### config.mk
export PLATFORM = sky130hd
export DESIGN_NAME = buck_rail_supervisor_dvs
export DESIGN_NICKNAME = d
export VERILOG_FILES = /design/src/logic/buck_supervisor_pkg.sv /design/src/logic/buck_rail_supervisor_dvs.sv
export SDC_FILE = /design/constraint.sdc
export NUM_CORES = 1
export LEC_CHECK = 0
export BUFFER_PORTS_ARGS = -buffer_cell sky130_fd_sc_hd__buf_2
export CAP_MARGIN = 0
export CELL_PAD_IN_SITES_DETAIL_PLACEMENT = 1
export CELL_PAD_IN_SITES_GLOBAL_PLACEMENT = 1
export CORE_ASPECT_RATIO = 1.2
export CORE_MARGIN = 2
export CORE_UTILIZATION = 35
export CTS_BUF_LIST = sky130_fd_sc_hd__clkbuf_4 sky130_fd_sc_hd__clkbuf_8
export DETAILED_ROUTE_END_ITERATION = 10
export GPL_TIMING_DRIVEN = 0
export PLACE_DENSITY_LB_ADDON = 0.15
export SLEW_MARGIN = 20
export SYNTH_ARGS = -nofsm -noshare
export SYNTH_HDL_FRONTEND = slang
export SYNTH_SLANG_ARGS = --single-unit
export TNS_END_PERCENT = 100
### constraint.sdc
create_clock -name MCLK -period 11.18 [get_ports MCLK]
set_input_delay 1.118 -clock MCLK [delete_from_list [all_inputs] [get_ports MCLK]]
set_output_delay 1.118 -clock MCLK [all_outputs]
set_load 0.05 [all_outputs]
### src/logic/buck_supervisor_pkg.sv
package buck_supervisor_pkg;

  // ****************************************
  // Rail indexing
  // ****************************************
  localparam int NUM_BUCK   = 5;
  localparam int NUM_LINEAR = 5;
  localparam int VOLTAGE_SELECT_FIELD_W     = 7;
  localparam int MAP_W      = 4;

  // ****************************************
  // Reset values
  // ****************************************
  localparam logic       SINK_LIMIT_RST    = 1'b1;
  localparam logic       THERMAL_EN_RST    = 1'b1;
  localparam logic [4:0] GOOD_MASK_A_RST   = 5'h1E;
  localparam logic       GOOD_MASK_B_RST   = 1'b1;
  localparam logic [2:0] MON_SEL_NONE      = 3'h0;
  localparam logic [2:0] MON_SEL_B1        = 3'h1;
  localparam logic [2:0] MON_SEL_B2        = 3'h2;
  localparam logic [2:0] MON_SEL_B12       = 3'h3;
  localparam logic [2:0] MON_SEL_B3        = 3'h4;
  localparam logic [2:0] MON_SEL_B5        = 3'h5;
  localparam logic [3:0] ADC_CURRENT_CH    = 4'h4;

  // ****************************************
  // Phase control encodings
  // ****************************************
  localparam logic [1:0] PHASE_AUTO   = 2'h0;
  localparam logic [1:0] PHASE_SINGLE = 2'h1;
  localparam logic [1:0] PHASE_DUAL   = 2'h2;

  // ****************************************
  // Timing
  // ****************************************
  localparam int CLK_MHZ          = 200;
  localparam int SHORT_MIN_NS     = 155000;
  localparam int SHORT_MAX_NS     = 185000;
  localparam int SHORT_TARGET_NS  = 170000;
  localparam int STARTUP_MASK_NS  = 2000000;
  localparam int SHORT_CYCLES     = (SHORT_TARGET_NS * CLK_MHZ + 999) / 1000;
  localparam int STARTUP_CYCLES   = (STARTUP_MASK_NS * CLK_MHZ + 999) / 1000;
  localparam int SLEW_UV_PER_US   = 2500;
  localparam int VSTEP_UV         = 10000;
  localparam int SLEW_STEP_CYCLES = (VSTEP_UV * CLK_MHZ) / SLEW_UV_PER_US;

endpackage

### src/logic/buck_rail_supervisor_dvs.sv
`timescale 1ns/1ps
// Operation
// - Sink current limit enabled at reset; software may clear it.
// - ADC channel 4 carries current of the single selected buck rail.
// - Thermal monitoring enabled at reset; status shown while enabled.
// - Rails 1 and 2 share one sensor; 3 and 5 own; 4 none.
// - Over-limit on enabled buck rail sets short flag, forces rail off.
// - Any buck short flag raises interrupt unless short mask set.
// - Buck short flags clear on read or reset, releasing the shutoff.
// - Linear rail shorts latch, shut off and clear identically.
// - Shutoff only after short persists between 155 and 185 us.
// - Start-up counter masks shutdown until 2 ms pass without rail enabling.
// - Good output uses voltage plus current, or current only, per type.
// - Each good source maskable; after reset only rail 1 unmasked.
// - Voltage check masked while rail ramps under scaling command.
// - Comparator-mode bit adds ADC current result as a good source.
// - Dual phase: mask bit 0 governs combined rail, bit 1 forced masked.
// - Roof/floor: active pin selects primary, inactive selects alternate.
// - Alternate setting zero turns rail off while selected.
// - Without roof/floor, command bit picks primary or alternate, primary default.
// - Combined rail auto-switches phase by load unless forced single by field; the dual setting still follows load.
// - Primary setting zero disables the buck rail while primary is selected.
module buck_rail_supervisor_dvs #(
  parameter int SHORT_CYC   = buck_supervisor_pkg::SHORT_CYCLES,
  parameter int STARTUP_CYC = buck_supervisor_pkg::STARTUP_CYCLES,
  parameter int SLEW_CYC    = buck_supervisor_pkg::SLEW_STEP_CYCLES
) (
  // Clock and reset
  input  wire logic                                       MCLK,
  input  wire logic                                       RESET_N,
  // Device enable and rail requests
  input  wire logic                                       DEVICE_ENABLE,
  input  wire logic [buck_supervisor_pkg::NUM_BUCK-1:0]   BUCK_ENABLE_REQ,
  input  wire logic [buck_supervisor_pkg::NUM_LINEAR-1:0] LINEAR_ENABLE_REQ,
  // Control pins
  input  wire logic                                       SLEEP_REQUEST_PIN,
  input  wire logic                                       CONTROL_PIN_A,
  input  wire logic                                       CONTROL_PIN_B,
  input  wire logic [buck_supervisor_pkg::MAP_W-1:0]      SLEEP_PIN_RAIL_MAP,
  input  wire logic [buck_supervisor_pkg::MAP_W-1:0]      PIN_A_RAIL_MAP,
  input  wire logic [buck_supervisor_pkg::MAP_W-1:0]      PIN_B_RAIL_MAP,
  // Voltage settings for scaling rails 1, 2, combined and 3
  input  wire logic [4*buck_supervisor_pkg::VOLTAGE_SELECT_FIELD_W-1:0]   PRIMARY_VOLTAGE_SETTING,
  input  wire logic [4*buck_supervisor_pkg::VOLTAGE_SELECT_FIELD_W-1:0]   ALTERNATE_VOLTAGE_SETTING,
  input  wire logic [3:0]                                 ROOF_FLOOR_EN,
  input  wire logic [3:0]                                 FORCE_CMD,
  // Combined rail configuration
  input  wire logic                                       DUAL_PHASE_OTP,
  input  wire logic [1:0]                                 PHASE_FORCE_FIELD,
  input  wire logic                                       HEAVY_LOAD,
  // Software controls
  input  wire logic                                       SINK_LIMIT_DISABLE,
  input  wire logic                                       BUCK_THERMAL_DISABLE,
  input  wire logic [2:0]                                 CURRENT_MONITOR_SELECT,
  input  wire logic                                       SHORT_IRQ_MASK,
  input  wire logic                                       GOOD_TYPE_CURRENT_ONLY,
  input  wire logic                                       ADC_CURRENT_IN_GOOD_EN,
  input  wire logic [4:0]                                 GOOD_SOURCE_MASK_A,
  input  wire logic                                       GOOD_SOURCE_MASK_B,
  input  wire logic                                       MASK_WRITE,
  input  wire logic                                       BUCK_FLAGS_READ,
  input  wire logic                                       LINEAR_FLAGS_READ,
  // Analog sense
  input  wire logic [buck_supervisor_pkg::NUM_BUCK-1:0]   BUCK_OVER_LIMIT,
  input  wire logic [buck_supervisor_pkg::NUM_LINEAR-1:0] LINEAR_OVER_LIMIT,
  input  wire logic [buck_supervisor_pkg::NUM_BUCK-1:0]   BUCK_VOLTAGE_OK,
  input  wire logic                                       ADC_CURRENT_OK,
  input  wire logic [2:0]                                 THERMAL_SENSE,
  // Outputs
  output logic                                            SINK_LIMIT_ENABLE,
  output logic                                            BUCK_THERMAL_ENABLE,
  output logic [2:0]                                      BUCK_THERMAL_FLAGS,
  output logic [2:0]                                      ADC_CH4_RAIL,
  output logic [buck_supervisor_pkg::NUM_BUCK-1:0]        BUCK_SHORT_FLAGS,
  output logic [buck_supervisor_pkg::NUM_LINEAR-1:0]      LINEAR_SHORT_FLAGS,
  output logic [buck_supervisor_pkg::NUM_BUCK-1:0]        BUCK_RAIL_ON,
  output logic [buck_supervisor_pkg::NUM_LINEAR-1:0]      LINEAR_RAIL_ON,
  output logic                                            SHORT_IRQ,
  output logic                                            POWER_GOOD,
  output logic [4*buck_supervisor_pkg::VOLTAGE_SELECT_FIELD_W-1:0]        VOLTAGE_NOW,
  output logic                                            DUAL_PHASE_ACTIVE
);

  localparam int NB = buck_supervisor_pkg::NUM_BUCK;
  localparam int NL = buck_supervisor_pkg::NUM_LINEAR;
  localparam int VW = buck_supervisor_pkg::VOLTAGE_SELECT_FIELD_W;
  localparam int NR = NB + NL;

  // ****************************************
  // Helpers
  // ****************************************
  function automatic logic pin_for_rail(input logic [3:0] map_s, input logic [3:0] map_a,
                                        input logic [3:0] map_b, input int idx,
                                        input logic ps, input logic pa, input logic pb);
    logic r;
    r = 1'b0;
    if (map_s[idx]) begin
      r = r | ps;
    end
    if (map_a[idx]) begin
      r = r | pa;
    end
    if (map_b[idx]) begin
      r = r | pb;
    end
    return r;
  endfunction

  // ****************************************
  // Software settings
  // ****************************************
  logic [4:0] good_mask_a_q;
  logic       good_mask_b_q;

  always_ff @(posedge MCLK or negedge RESET_N) begin
    if (!RESET_N) begin
      good_mask_a_q <= buck_supervisor_pkg::GOOD_MASK_A_RST;
      good_mask_b_q <= buck_supervisor_pkg::GOOD_MASK_B_RST;
    end else if (MASK_WRITE) begin
      good_mask_a_q <= GOOD_SOURCE_MASK_A;
      good_mask_b_q <= GOOD_SOURCE_MASK_B;
    end
  end

  always_ff @(posedge MCLK or negedge RESET_N) begin
    if (!RESET_N) begin
      SINK_LIMIT_ENABLE   <= buck_supervisor_pkg::SINK_LIMIT_RST;
      BUCK_THERMAL_ENABLE <= buck_supervisor_pkg::THERMAL_EN_RST;
      BUCK_THERMAL_FLAGS  <= 3'h0;
      ADC_CH4_RAIL        <= buck_supervisor_pkg::MON_SEL_NONE;
    end else begin
      SINK_LIMIT_ENABLE   <= !SINK_LIMIT_DISABLE;
      BUCK_THERMAL_ENABLE <= !BUCK_THERMAL_DISABLE;
      // Sensor 0 serves rails 1 and 2 together, 1 serves rail 3, 2 serves rail 5.
      BUCK_THERMAL_FLAGS  <= BUCK_THERMAL_DISABLE ? 3'h0 : THERMAL_SENSE;
      ADC_CH4_RAIL        <= CURRENT_MONITOR_SELECT;
    end
  end

  // ****************************************
  // Start-up short masking counter
  // ****************************************
  logic [NR-1:0] req_q;
  logic [31:0]   start_cnt_q;
  logic          start_mask_q;
  logic          rail_rise;

  assign rail_rise = |({BUCK_ENABLE_REQ, LINEAR_ENABLE_REQ} & ~req_q);

  always_ff @(posedge MCLK or negedge RESET_N) begin
    if (!RESET_N) begin
      req_q        <= '0;
      start_cnt_q  <= 32'h0000_0000;
      start_mask_q <= 1'b1;
    end else begin
      req_q <= {BUCK_ENABLE_REQ, LINEAR_ENABLE_REQ};
      if (!DEVICE_ENABLE || rail_rise) begin
        start_cnt_q  <= 32'h0000_0000;
        start_mask_q <= 1'b1;
      end else if (start_cnt_q >= 32'(STARTUP_CYC - 1)) begin
        start_mask_q <= 1'b0;
      end else begin
        start_cnt_q <= start_cnt_q + 32'h0000_0001;
      end
    end
  end

  // ****************************************
  // Short persistence filter and latched flags
  // ****************************************
  // A counter per rail; one dropout of the comparator restarts it, so a
  // chattering fault is tolerated until it holds steady.
  logic [NR-1:0]  over_all;
  logic [NR-1:0]  en_all;
  logic [NR-1:0]  persist;
  logic [17:0]    filt_q [NR];

  assign over_all = {BUCK_OVER_LIMIT, LINEAR_OVER_LIMIT};

  for (genvar i = 0; i < NR; i++) begin : g_filt
    assign persist[i] = (filt_q[i] >= 18'(SHORT_CYC - 1)) && over_all[i];
    always_ff @(posedge MCLK or negedge RESET_N) begin
      if (!RESET_N) begin
        filt_q[i] <= 18'h0_0000;
      end else if (over_all[i] && en_all[i]) begin
        if (filt_q[i] < 18'(SHORT_CYC - 1)) begin
          filt_q[i] <= filt_q[i] + 18'h0_0001;
        end
      end else begin
        filt_q[i] <= 18'h0_0000;
      end
    end
  end

  logic [NB-1:0] buck_set;
  logic [NL-1:0] lin_set;

  assign buck_set = persist[NR-1:NL] & en_all[NR-1:NL] & {NB{!start_mask_q}};
  assign lin_set  = persist[NL-1:0] & en_all[NL-1:0] & {NL{!start_mask_q}};

  always_ff @(posedge MCLK or negedge RESET_N) begin
    if (!RESET_N) begin
      BUCK_SHORT_FLAGS <= '0;
    end else begin
      // A new short arriving during the read stays set.
      BUCK_SHORT_FLAGS <= (BUCK_FLAGS_READ ? '0 : BUCK_SHORT_FLAGS) | buck_set;
    end
  end

  always_ff @(posedge MCLK or negedge RESET_N) begin
    if (!RESET_N) begin
      LINEAR_SHORT_FLAGS <= '0;
    end else begin
      LINEAR_SHORT_FLAGS <= (LINEAR_FLAGS_READ ? '0 : LINEAR_SHORT_FLAGS) | lin_set;
    end
  end

  assign SHORT_IRQ = |BUCK_SHORT_FLAGS && !SHORT_IRQ_MASK;

  // ****************************************
  // Voltage target selection and slewing
  // ****************************************
  logic [3:0]    dvs_sel_primary;
  logic [VW-1:0] target   [4];
  logic [VW-1:0] vnow_q   [4];
  logic [15:0]   slew_q   [4];
  logic [3:0]    ramping;
  logic [3:0]    dvs_off;

  for (genvar r = 0; r < 4; r++) begin : g_dvs
    always_comb begin
      if (ROOF_FLOOR_EN[r]) begin
        dvs_sel_primary[r] = pin_for_rail(SLEEP_PIN_RAIL_MAP, PIN_A_RAIL_MAP, PIN_B_RAIL_MAP,
                                          r, SLEEP_REQUEST_PIN, CONTROL_PIN_A,
                                          CONTROL_PIN_B);
      end else begin
        dvs_sel_primary[r] = !FORCE_CMD[r];
      end
    end
    assign target[r]  = dvs_sel_primary[r] ? PRIMARY_VOLTAGE_SETTING[r*VW +: VW]
                                           : ALTERNATE_VOLTAGE_SETTING[r*VW +: VW];
    assign dvs_off[r] = (target[r] == '0);
    assign ramping[r] = !dvs_off[r] && (vnow_q[r] != target[r]);
    assign VOLTAGE_NOW[r*VW +: VW] = vnow_q[r];

    always_ff @(posedge MCLK or negedge RESET_N) begin
      if (!RESET_N) begin
        vnow_q[r] <= '0;
        slew_q[r] <= 16'h0000;
      end else if (dvs_off[r]) begin
        vnow_q[r] <= '0;
        slew_q[r] <= 16'h0000;
      end else if (vnow_q[r] == '0) begin
        vnow_q[r] <= target[r];
        slew_q[r] <= 16'h0000;
      end else if (ramping[r]) begin
        if (slew_q[r] >= 16'(SLEW_CYC - 1)) begin
          slew_q[r] <= 16'h0000;
          vnow_q[r] <= (vnow_q[r] < target[r]) ? vnow_q[r] + VW'(1)
                                               : vnow_q[r] - VW'(1);
        end else begin
          slew_q[r] <= slew_q[r] + 16'h0001;
        end
      end
    end
  end

  // ****************************************
  // Rail enables and phase control
  // ****************************************
  logic [NB-1:0] buck_run;

  always_comb begin
    buck_run = BUCK_ENABLE_REQ;
    // Index 0..1 single rails, index 2 is rail 3; the combined rail drives index 0.
    buck_run[0] = BUCK_ENABLE_REQ[0] && !dvs_off[DUAL_PHASE_OTP ? 2 : 0];
    buck_run[1] = BUCK_ENABLE_REQ[1] && !dvs_off[1] && !DUAL_PHASE_OTP;
    buck_run[2] = BUCK_ENABLE_REQ[2] && !dvs_off[3];
  end

  assign en_all         = {buck_run, LINEAR_ENABLE_REQ};
  assign BUCK_RAIL_ON   = buck_run & ~BUCK_SHORT_FLAGS;
  assign LINEAR_RAIL_ON = LINEAR_ENABLE_REQ & ~LINEAR_SHORT_FLAGS;

  always_ff @(posedge MCLK or negedge RESET_N) begin
    if (!RESET_N) begin
      DUAL_PHASE_ACTIVE <= 1'b0;
    end else if (!DUAL_PHASE_OTP) begin
      DUAL_PHASE_ACTIVE <= 1'b0;
    end else begin
      case (PHASE_FORCE_FIELD)
        buck_supervisor_pkg::PHASE_SINGLE: DUAL_PHASE_ACTIVE <= 1'b0;
        // Forcing dual phase into no load is unstable, so it still needs load.
        buck_supervisor_pkg::PHASE_DUAL:   DUAL_PHASE_ACTIVE <= HEAVY_LOAD;
        default:                           DUAL_PHASE_ACTIVE <= HEAVY_LOAD;
      endcase
    end
  end

  // ****************************************
  // Power good
  // ****************************************
  logic [NB-1:0] eff_mask;
  logic [NB-1:0] src_good;
  logic [NB-1:0] v_ramp;

  always_comb begin
    v_ramp    = '0;
    v_ramp[0] = ramping[DUAL_PHASE_OTP ? 2 : 0];
    v_ramp[1] = ramping[1];
    v_ramp[2] = ramping[3];
    eff_mask  = good_mask_a_q;
    if (DUAL_PHASE_OTP) begin
      eff_mask[1] = 1'b1;
    end
  end

  for (genvar k = 0; k < NB; k++) begin : g_good
    assign src_good[k] = eff_mask[k] || (!BUCK_OVER_LIMIT[k] &&
                         (GOOD_TYPE_CURRENT_ONLY || BUCK_VOLTAGE_OK[k] || v_ramp[k]));
  end

  always_ff @(posedge MCLK or negedge RESET_N) begin
    if (!RESET_N) begin
      POWER_GOOD <= 1'b0;
    end else begin
      POWER_GOOD <= &src_good && (good_mask_b_q || !ADC_CURRENT_IN_GOOD_EN ||
                    ADC_CURRENT_OK);
    end
  end

endmodule // buck_rail_supervisor_dvs

# Word-level counts from Yosys, hierarchy flattened
# Cells that the tools add are included.
[op_classes]
add_sub_neg = 23
order_cmp = 30
eq_ne = 16
muxes = 101
bitwise_logic = 20
n_reduce_logical = 96
[ops]
columns = ["operator", "n"]
rows = [
  ["18-bit 2-to-1 mux", 20],
  ["16-bit 2-to-1 mux", 16],
  ["18-bit by 1-bit adder with 18-bit output, second input constant", 10],
  ["18-bit by 16-bit >= comparator with 1-bit output, second input constant", 10],
  ["18-bit by 16-bit < comparator with 1-bit output, second input constant", 10],
  ["7-bit 2-to-1 mux", 24],
  ["16-bit by 1-bit adder with 16-bit output, second input constant", 4],
  ["16-bit by 10-bit >= comparator with 1-bit output, second input constant", 4],
  ["32-bit 2-to-1 mux", 2],
  ["7-bit zero test", 8],
  ["1-bit logical AND", 35],
  ["1-bit 2-to-1 mux", 33],
  ["32-bit by 1-bit adder with 32-bit output, second input constant", 1],
  ["32-bit by 19-bit >= comparator with 1-bit output, second input constant", 1],
  ["5-bit bitwise AND", 6],
  ["7-bit by 1-bit adder with 7-bit output, second input constant", 4],
  ["7-bit < comparator", 4],
  ["7-bit inequality test", 4],
  ["7-bit by 1-bit subtractor with 7-bit output, second input constant", 4],
  ["3-bit nonzero test", 8],
  ["1-bit zero test", 21],
  ["2-bit by 1-bit inequality test with 1-bit output, second input constant", 10],
  ["1-bit logical OR", 16],
  ["10-bit bitwise AND", 1],
  ["16 further kinds", 30],
]
[word_totals]
regBits = 341
inputBits = 132
wordCells = 317

# Depth between registers and ports, before layout
[depth]
word_depth = 20
depth_mapped = 22
mapped_depth_nobuf = 20

# Least setup slack after synthesis
# OpenSTA, ideal clock, no wires.
[synth_timing]
path_type = "input-to-output"
startpoint = "in SLEEP_REQUEST_PIN"
endpoint = "out BUCK_RAIL_ON[1] (netlist name)"
arrival_time_ns = 4.086
setup_slack_ns = 5.976
path_stages = 7
n_path_buf = 1
path_cell_list = "buf_6 -> a222oi_1 -> mux2i_2 -> mux2i_2 -> and4bb_1 -> and2_1 -> nor4_1"
[synth_between]
elab_chain_cells = 14
[synth_rtl]
columns = ["element", "line_no", "rtl"]
rows = [
  ["start: declaration", "buck_rail_supervisor_dvs.sv:36", "input wire logic SLEEP_REQUEST_PIN,"],
  ["1-bit 2-to-1 mux *", "buck_rail_supervisor_dvs.sv:97", "if (map_s[idx]) begin"],
  ["1-bit 2-to-1 mux *", "buck_rail_supervisor_dvs.sv:232", "if (ROOF_FLOOR_EN[r]) begin"],
  ["1-bit OR", "buck_rail_supervisor_dvs.sv:101", "r = r | pa;"],
  ["1-bit 2-to-1 mux *", "buck_rail_supervisor_dvs.sv:100", "if (map_a[idx]) begin"],
  ["1-bit 2-to-1 mux *", "buck_rail_supervisor_dvs.sv:232", ""],
  ["1-bit OR", "buck_rail_supervisor_dvs.sv:104", "r = r | pb;"],
  ["1-bit 2-to-1 mux *", "buck_rail_supervisor_dvs.sv:103", "if (map_b[idx]) begin"],
  ["1-bit 2-to-1 mux *", "buck_rail_supervisor_dvs.sv:232", ""],
  ["7-bit 2-to-1 mux *", "buck_rail_supervisor_dvs.sv:240", "assign target[r] = dvs_sel_primary[r] ? PRIMARY_VOLTAGE_SETTING[r*VW +: VW]"],
  ["7-bit zero test *", "buck_rail_supervisor_dvs.sv:242", "assign dvs_off[r] = (target[r] == '0);"],
  ["1-bit zero test *", "buck_rail_supervisor_dvs.sv:277", "buck_run[1] = BUCK_ENABLE_REQ[1] && !dvs_off[1] && !DUAL_PHASE_OTP;"],
  ["1-bit logical AND * (2 in series)", "buck_rail_supervisor_dvs.sv:277", ""],
  ["5-bit bitwise AND *", "buck_rail_supervisor_dvs.sv:282", "assign BUCK_RAIL_ON = buck_run & ~BUCK_SHORT_FLAGS;"],
  ["end: declaration", "buck_rail_supervisor_dvs.sv:76", "output logic [buck_supervisor_pkg::NUM_BUCK-1:0] BUCK_RAIL_ON,"],
]
# Mark *: on every way between the ends. The rest lies on a longest branch, timed or not. The select of a mux whose other input is x is not followed.

# Worst setup path after layout
[layout_timing]
startpoint = "in CONTROL_PIN_A"
endpoint = "reg vnow_q, in the netlist VOLTAGE_NOW[13]"
[layout_between]
elab_chain_cells = 13
elab_cells_between_ends = 20
cone_classes = "1 x order compare; 1 x eq/ne; 10 x mux; 2 x bitwise; 6 x reduce/logical"
[layout_rtl]
columns = ["element", "line_no", "rtl"]
rows = [
  ["start: declaration", "buck_rail_supervisor_dvs.sv:37", "input wire logic CONTROL_PIN_A,"],
  ["1-bit OR *", "buck_rail_supervisor_dvs.sv:101", ""],
  ["1-bit 2-to-1 mux *", "buck_rail_supervisor_dvs.sv:100", ""],
  ["1-bit 2-to-1 mux *", "buck_rail_supervisor_dvs.sv:232", ""],
  ["1-bit OR", "buck_rail_supervisor_dvs.sv:104", ""],
  ["1-bit 2-to-1 mux *", "buck_rail_supervisor_dvs.sv:103", ""],
  ["1-bit 2-to-1 mux *", "buck_rail_supervisor_dvs.sv:232", ""],
  ["7-bit 2-to-1 mux *", "buck_rail_supervisor_dvs.sv:240", ""],
  ["7-bit < comparator", "buck_rail_supervisor_dvs.sv:259", "vnow_q[r] <= (vnow_q[r] < target[r]) ? vnow_q[r] + VW'(1)"],
  ["7-bit 2-to-1 mux", "buck_rail_supervisor_dvs.sv:259", ""],
  ["7-bit 2-to-1 mux", "buck_rail_supervisor_dvs.sv:257", "if (slew_q[r] >= 16'(SLEW_CYC - 1)) begin"],
  ["7-bit 2-to-1 mux", "buck_rail_supervisor_dvs.sv:256", "end else if (ramping[r]) begin"],
  ["7-bit 2-to-1 mux", "buck_rail_supervisor_dvs.sv:253", "end else if (vnow_q[r] == '0) begin"],
  ["7-bit 2-to-1 mux", "buck_rail_supervisor_dvs.sv:250", "end else if (dvs_off[r]) begin"],
  ["end signal: indexed assignment", "buck_rail_supervisor_dvs.sv:254", "vnow_q[r] <= target[r];"],
  ["end signal: indexed assignment", "buck_rail_supervisor_dvs.sv:259", ""],
  ["end: declaration", "buck_rail_supervisor_dvs.sv:225", "logic [VW-1:0] vnow_q [4];"],
]
# Marked as above.
# A chain may end at the register's enable or synchronous reset.

==> results.md <==
* Status: finished clean
* DR WL/cell at 17.1 um
* CTS tree: yes
* Post-synthesis register bit count at around 340
* Period utilisation layout at between 40% and 50%
* Critical path fanouts, max at 9
* CP required at between 10 and 15 ns
* Final HPWL DP at between 30000 and 40000 um
* Avg Cell Area, Syn at around 9.4 um2
* CTS Buf Count at between 60 and 70
* Crit path kind: in -> reg
* P_leak at approximately 0.01 uW
* Commonest non-fill, non-tap cell in the layout: dfrtp_1
* Core Box Area at approximately 0.052 mm2
* Worst hold path type: in -> async
* Max_cap viols at 0
* Cell area power density at between 150 and 200 mW/mm2
* Tmin final at 5.21 ns
* FILL cells at 6164
* Final GP Congestion at around 0.83
* Fraction of layout cells with a size suffix above 1 at around 15%
* Worst VDD drop at 166 uV
* CP Cell Sequence: buf_2 -> a222oi_1 -> mux2i_2 -> mux2i_1 -> ha_1 -> a21o_1 -> maj3_1 -> nand3b_1 -> nand2_1 -> ha_1 -> nor2b_1 -> o21ai_0 -> nand2b_1 -> a21o_1 -> a21oi_1 -> a211o_1 -> a31oi_1 -> a311oi_1
* CTS Hold Bufs at 0
* Clock root cell: clkbuf_8
* Register area share after synthesis at between 40% and 50%
* Die width at roughly 210 um
* Most frequent cells in the layout: dfrtp_1, nor2_1, buf_2
* Layout Skew at a little over 0.05 ns
* Number of I/O pins at 191
* Kind of end point of the critical path: flip-flop
* EDFF count, synth at 0
* Critical path's top delay family: compound AO/OA/AOI/OAI gates
* Global Route Usage Sum at a little under a fifth
* Reg2reg end: VOLTAGE_NOW[20]
* Die area at roughly 0.055 mm2
* Reg2Reg Setup Slack at 7.38 ns
* Synthesized Nets at between 2000 and 2500
* Slowest stage delay, CP at 0.60 ns
* Final Hold Fails at 0
* R2R depth at 13
* Highest-delay cell along the critical path: a222oi_1
* Vias in the first global route at 16700
* First-pass GRT wire length at around 86000 um
* Via count at 15700
* Clk Latency, worst-skew pair at approximately 0.7 ns
* Rel. slew slack at a little over a quarter
* Worst-path clk slew at around 0.060 ns
* Netlist Area Pre-Place at 0.0185 mm2
* RSZ-0062 raised after global routing: no
* Initial Utilization at a little over a third
* Crit start category: input pin
* Clock buffer depth at 3
* PnR Total Power at roughly 4100 uW
* Nets at 2417
* Post-CTS sizing at 0
* Htree depth at 2
* YS warnings at 0
* Cells after Synth at between 1500 and 2000
* Clock sinks at approximately 340
* Initial antenna violation count at 9
* Most used flip-flop cell after synthesis: dfrtp_1
* CP arrival at between 5 and 6 ns
* Synth async-reset ratio at 100%
* Row count at 92
* Sum of negative setup slack at 0 ns
* Pre-Repair DR Iteration Count at 4
* DIE HEIGHT at about 260 um
* GRT Residual Overflow at 0
* Layout area overhead at 17.9%
* Critical R2R Launch: VOLTAGE_NOW[20]
* Slew Viols, Final at 0
* Final setup vio count at 0
* Routed Antenna Nets at 0
* Max Freq at about 190 MHz
* Unique masters post-synth at 83
* Final Util at 41.6%
* Tightest Pin Transition at 1.09 ns
* DRT iter0 DRCs at 650
* WP buf/inv at 1
* IO Port Bufs at 184
* Largest net degree at the start of global routing at 96
* Vias per std cell at approximately 5.3
* Post-CTS setup buffer count at 0
* Drc violations at 0
* Final WL at about 51000 um
[report_power, final]
part	total, uW	internal [uW]	leakage [uW]	switching, uW
combinational	1300	509	0.00456	794
clock	1270	710	0.000734	565
sequential	1500	1340	0.00460	159
total	4080	2560	0.00989	1520
[cells by family (layout without fill, tap and decap cells)]
logic type      after synthesis  in the layout  synth area share [%]
buf+inv                     149            451                  3.11
compound gates              373            373                  13.6
flops                       341            341                  46.1
other cells                   0              5                     0
simple gates                829            829                  22.0
fa+ha+maj                    62             62                  4.31
mux                          54             54                  3.09
xor+xnor                    167            167                  7.89
[Yosys cell counts (20+ instances only)]
| master | count | area (um2) |
|---|---|---|
| or3_1 | 28 | 175 |
| inv_1 | 100 | 375 |
| xor2_1 | 101 | 885 |
| nand3_1 | 71 | 355 |
| clkbuf_1 | 38 | 143 |
| dfrtp_1 | 333 | 8330 |
| a21o_1 | 22 | 165 |
| nor2_1 | 267 | 1000 |
| o21ai_0 | 66 | 330 |
| o21ai_1 | 31 | 155 |
| a31oi_1 | 21 | 131 |
| nor2b_1 | 23 | 144 |
| nor3_1 | 41 | 205 |
| and3_1 | 51 | 319 |
| ha_1 | 55 | 688 |
| nand2b_1 | 20 | 125 |
| a21oi_1 | 70 | 350 |
| mux2i_1 | 34 | 340 |
| and2_1 | 30 | 188 |
| xnor2_1 | 66 | 578 |
| nand2_1 | 168 | 631 |
| nand4_1 | 46 | 288 |
| nor4_1 | 29 | 181 |
[stage by stage]
stage | area [um2] | instances | setup slack [ns] | hold WS (ns)
after floorplan | 18500 | 1975 | 5.98 | 0.454
after global placement | 20300 | 2864 | 1.80 | 0.470
after detailed placement | 20500 | 2868 | 5.24 | 0.472
after CTS | 21800 | 2982 | 5.97 | 0.295
after global routing | 21900 | 2987 | 5.62 | 0.325
final | 21900 | 2987 | 5.97 | 0.345
[worst max path at each step]
stage | slack (ns) | end | startpoint | cells past startpoint
global placement | 1.80 | ADC_CH4_RAIL[0] | RESET_N | 1
detailed placement | 5.24 | VOLTAGE_NOW[13] | CONTROL_PIN_A | 18
global route | 5.62 | VOLTAGE_NOW[13] | CONTROL_PIN_A | 18
finish | 5.97 | VOLTAGE_NOW[13] | CONTROL_PIN_A | 18
CTS | 5.97 | VOLTAGE_NOW[13] | CONTROL_PIN_A | 18
floorplan | 5.98 | BUCK_RAIL_ON[1] | SLEEP_REQUEST_PIN | 7
[worst reg2reg max path, delay by kind of cell, from the launching register on]
| family | cells | cell delay [ns] |
|---|---|---|
| buffers and inverters | 1 | 0.25 |
| AOI/OAI and AO/OA | 6 | 1.50 |
| DFF | 1 | 0.47 |
| muxes | 1 | 0.27 |
| adders and majority gates | 2 | 0.63 |
| and+or+nand+nor | 3 | 0.56 |
[metal layers]
metal | routed length (um) | vias to the layer above | global-route usage [%]
li1 | - | 7548 | -
met1 | 22500 | 7876 | 23.4
met2 | 25200 | 211 | 33.0
met3 | 2100 | 77 | 4.03
met4 | 1100 | 6 | 5.21
met5 | 44 | - | 0
[area by class of cell]
cell class	instances	area (um2)	share of cell area [%]
Antenna cell	5	12.5	0.0573
Buffer	49	201	0.922
Clock buffer	97	1240	5.68
Clock inverter	17	114	0.521
Inverter	100	375	1.72
Multi-Input combinational cell	1485	9440	43.2
Sequential cell	341	8540	39.1
Tap cell	705	882	4.04
Timing Repair Buffer	188	1040	4.76
[sequential cells by signal, indices dropped and copies added (netlist names), 3 cells and up]
signal,flops
good_mask_a_q,5
slew_q,64
ADC_CH4_RAIL,3
start_cnt_q,32
VOLTAGE_NOW,28
BUCK_THERMAL_FLAGS,3
LINEAR_SHORT_FLAGS,5
req_q,10
filt_q,180
BUCK_SHORT_FLAGS,5
Note: power is estimated with default switching activity, not from simulation.
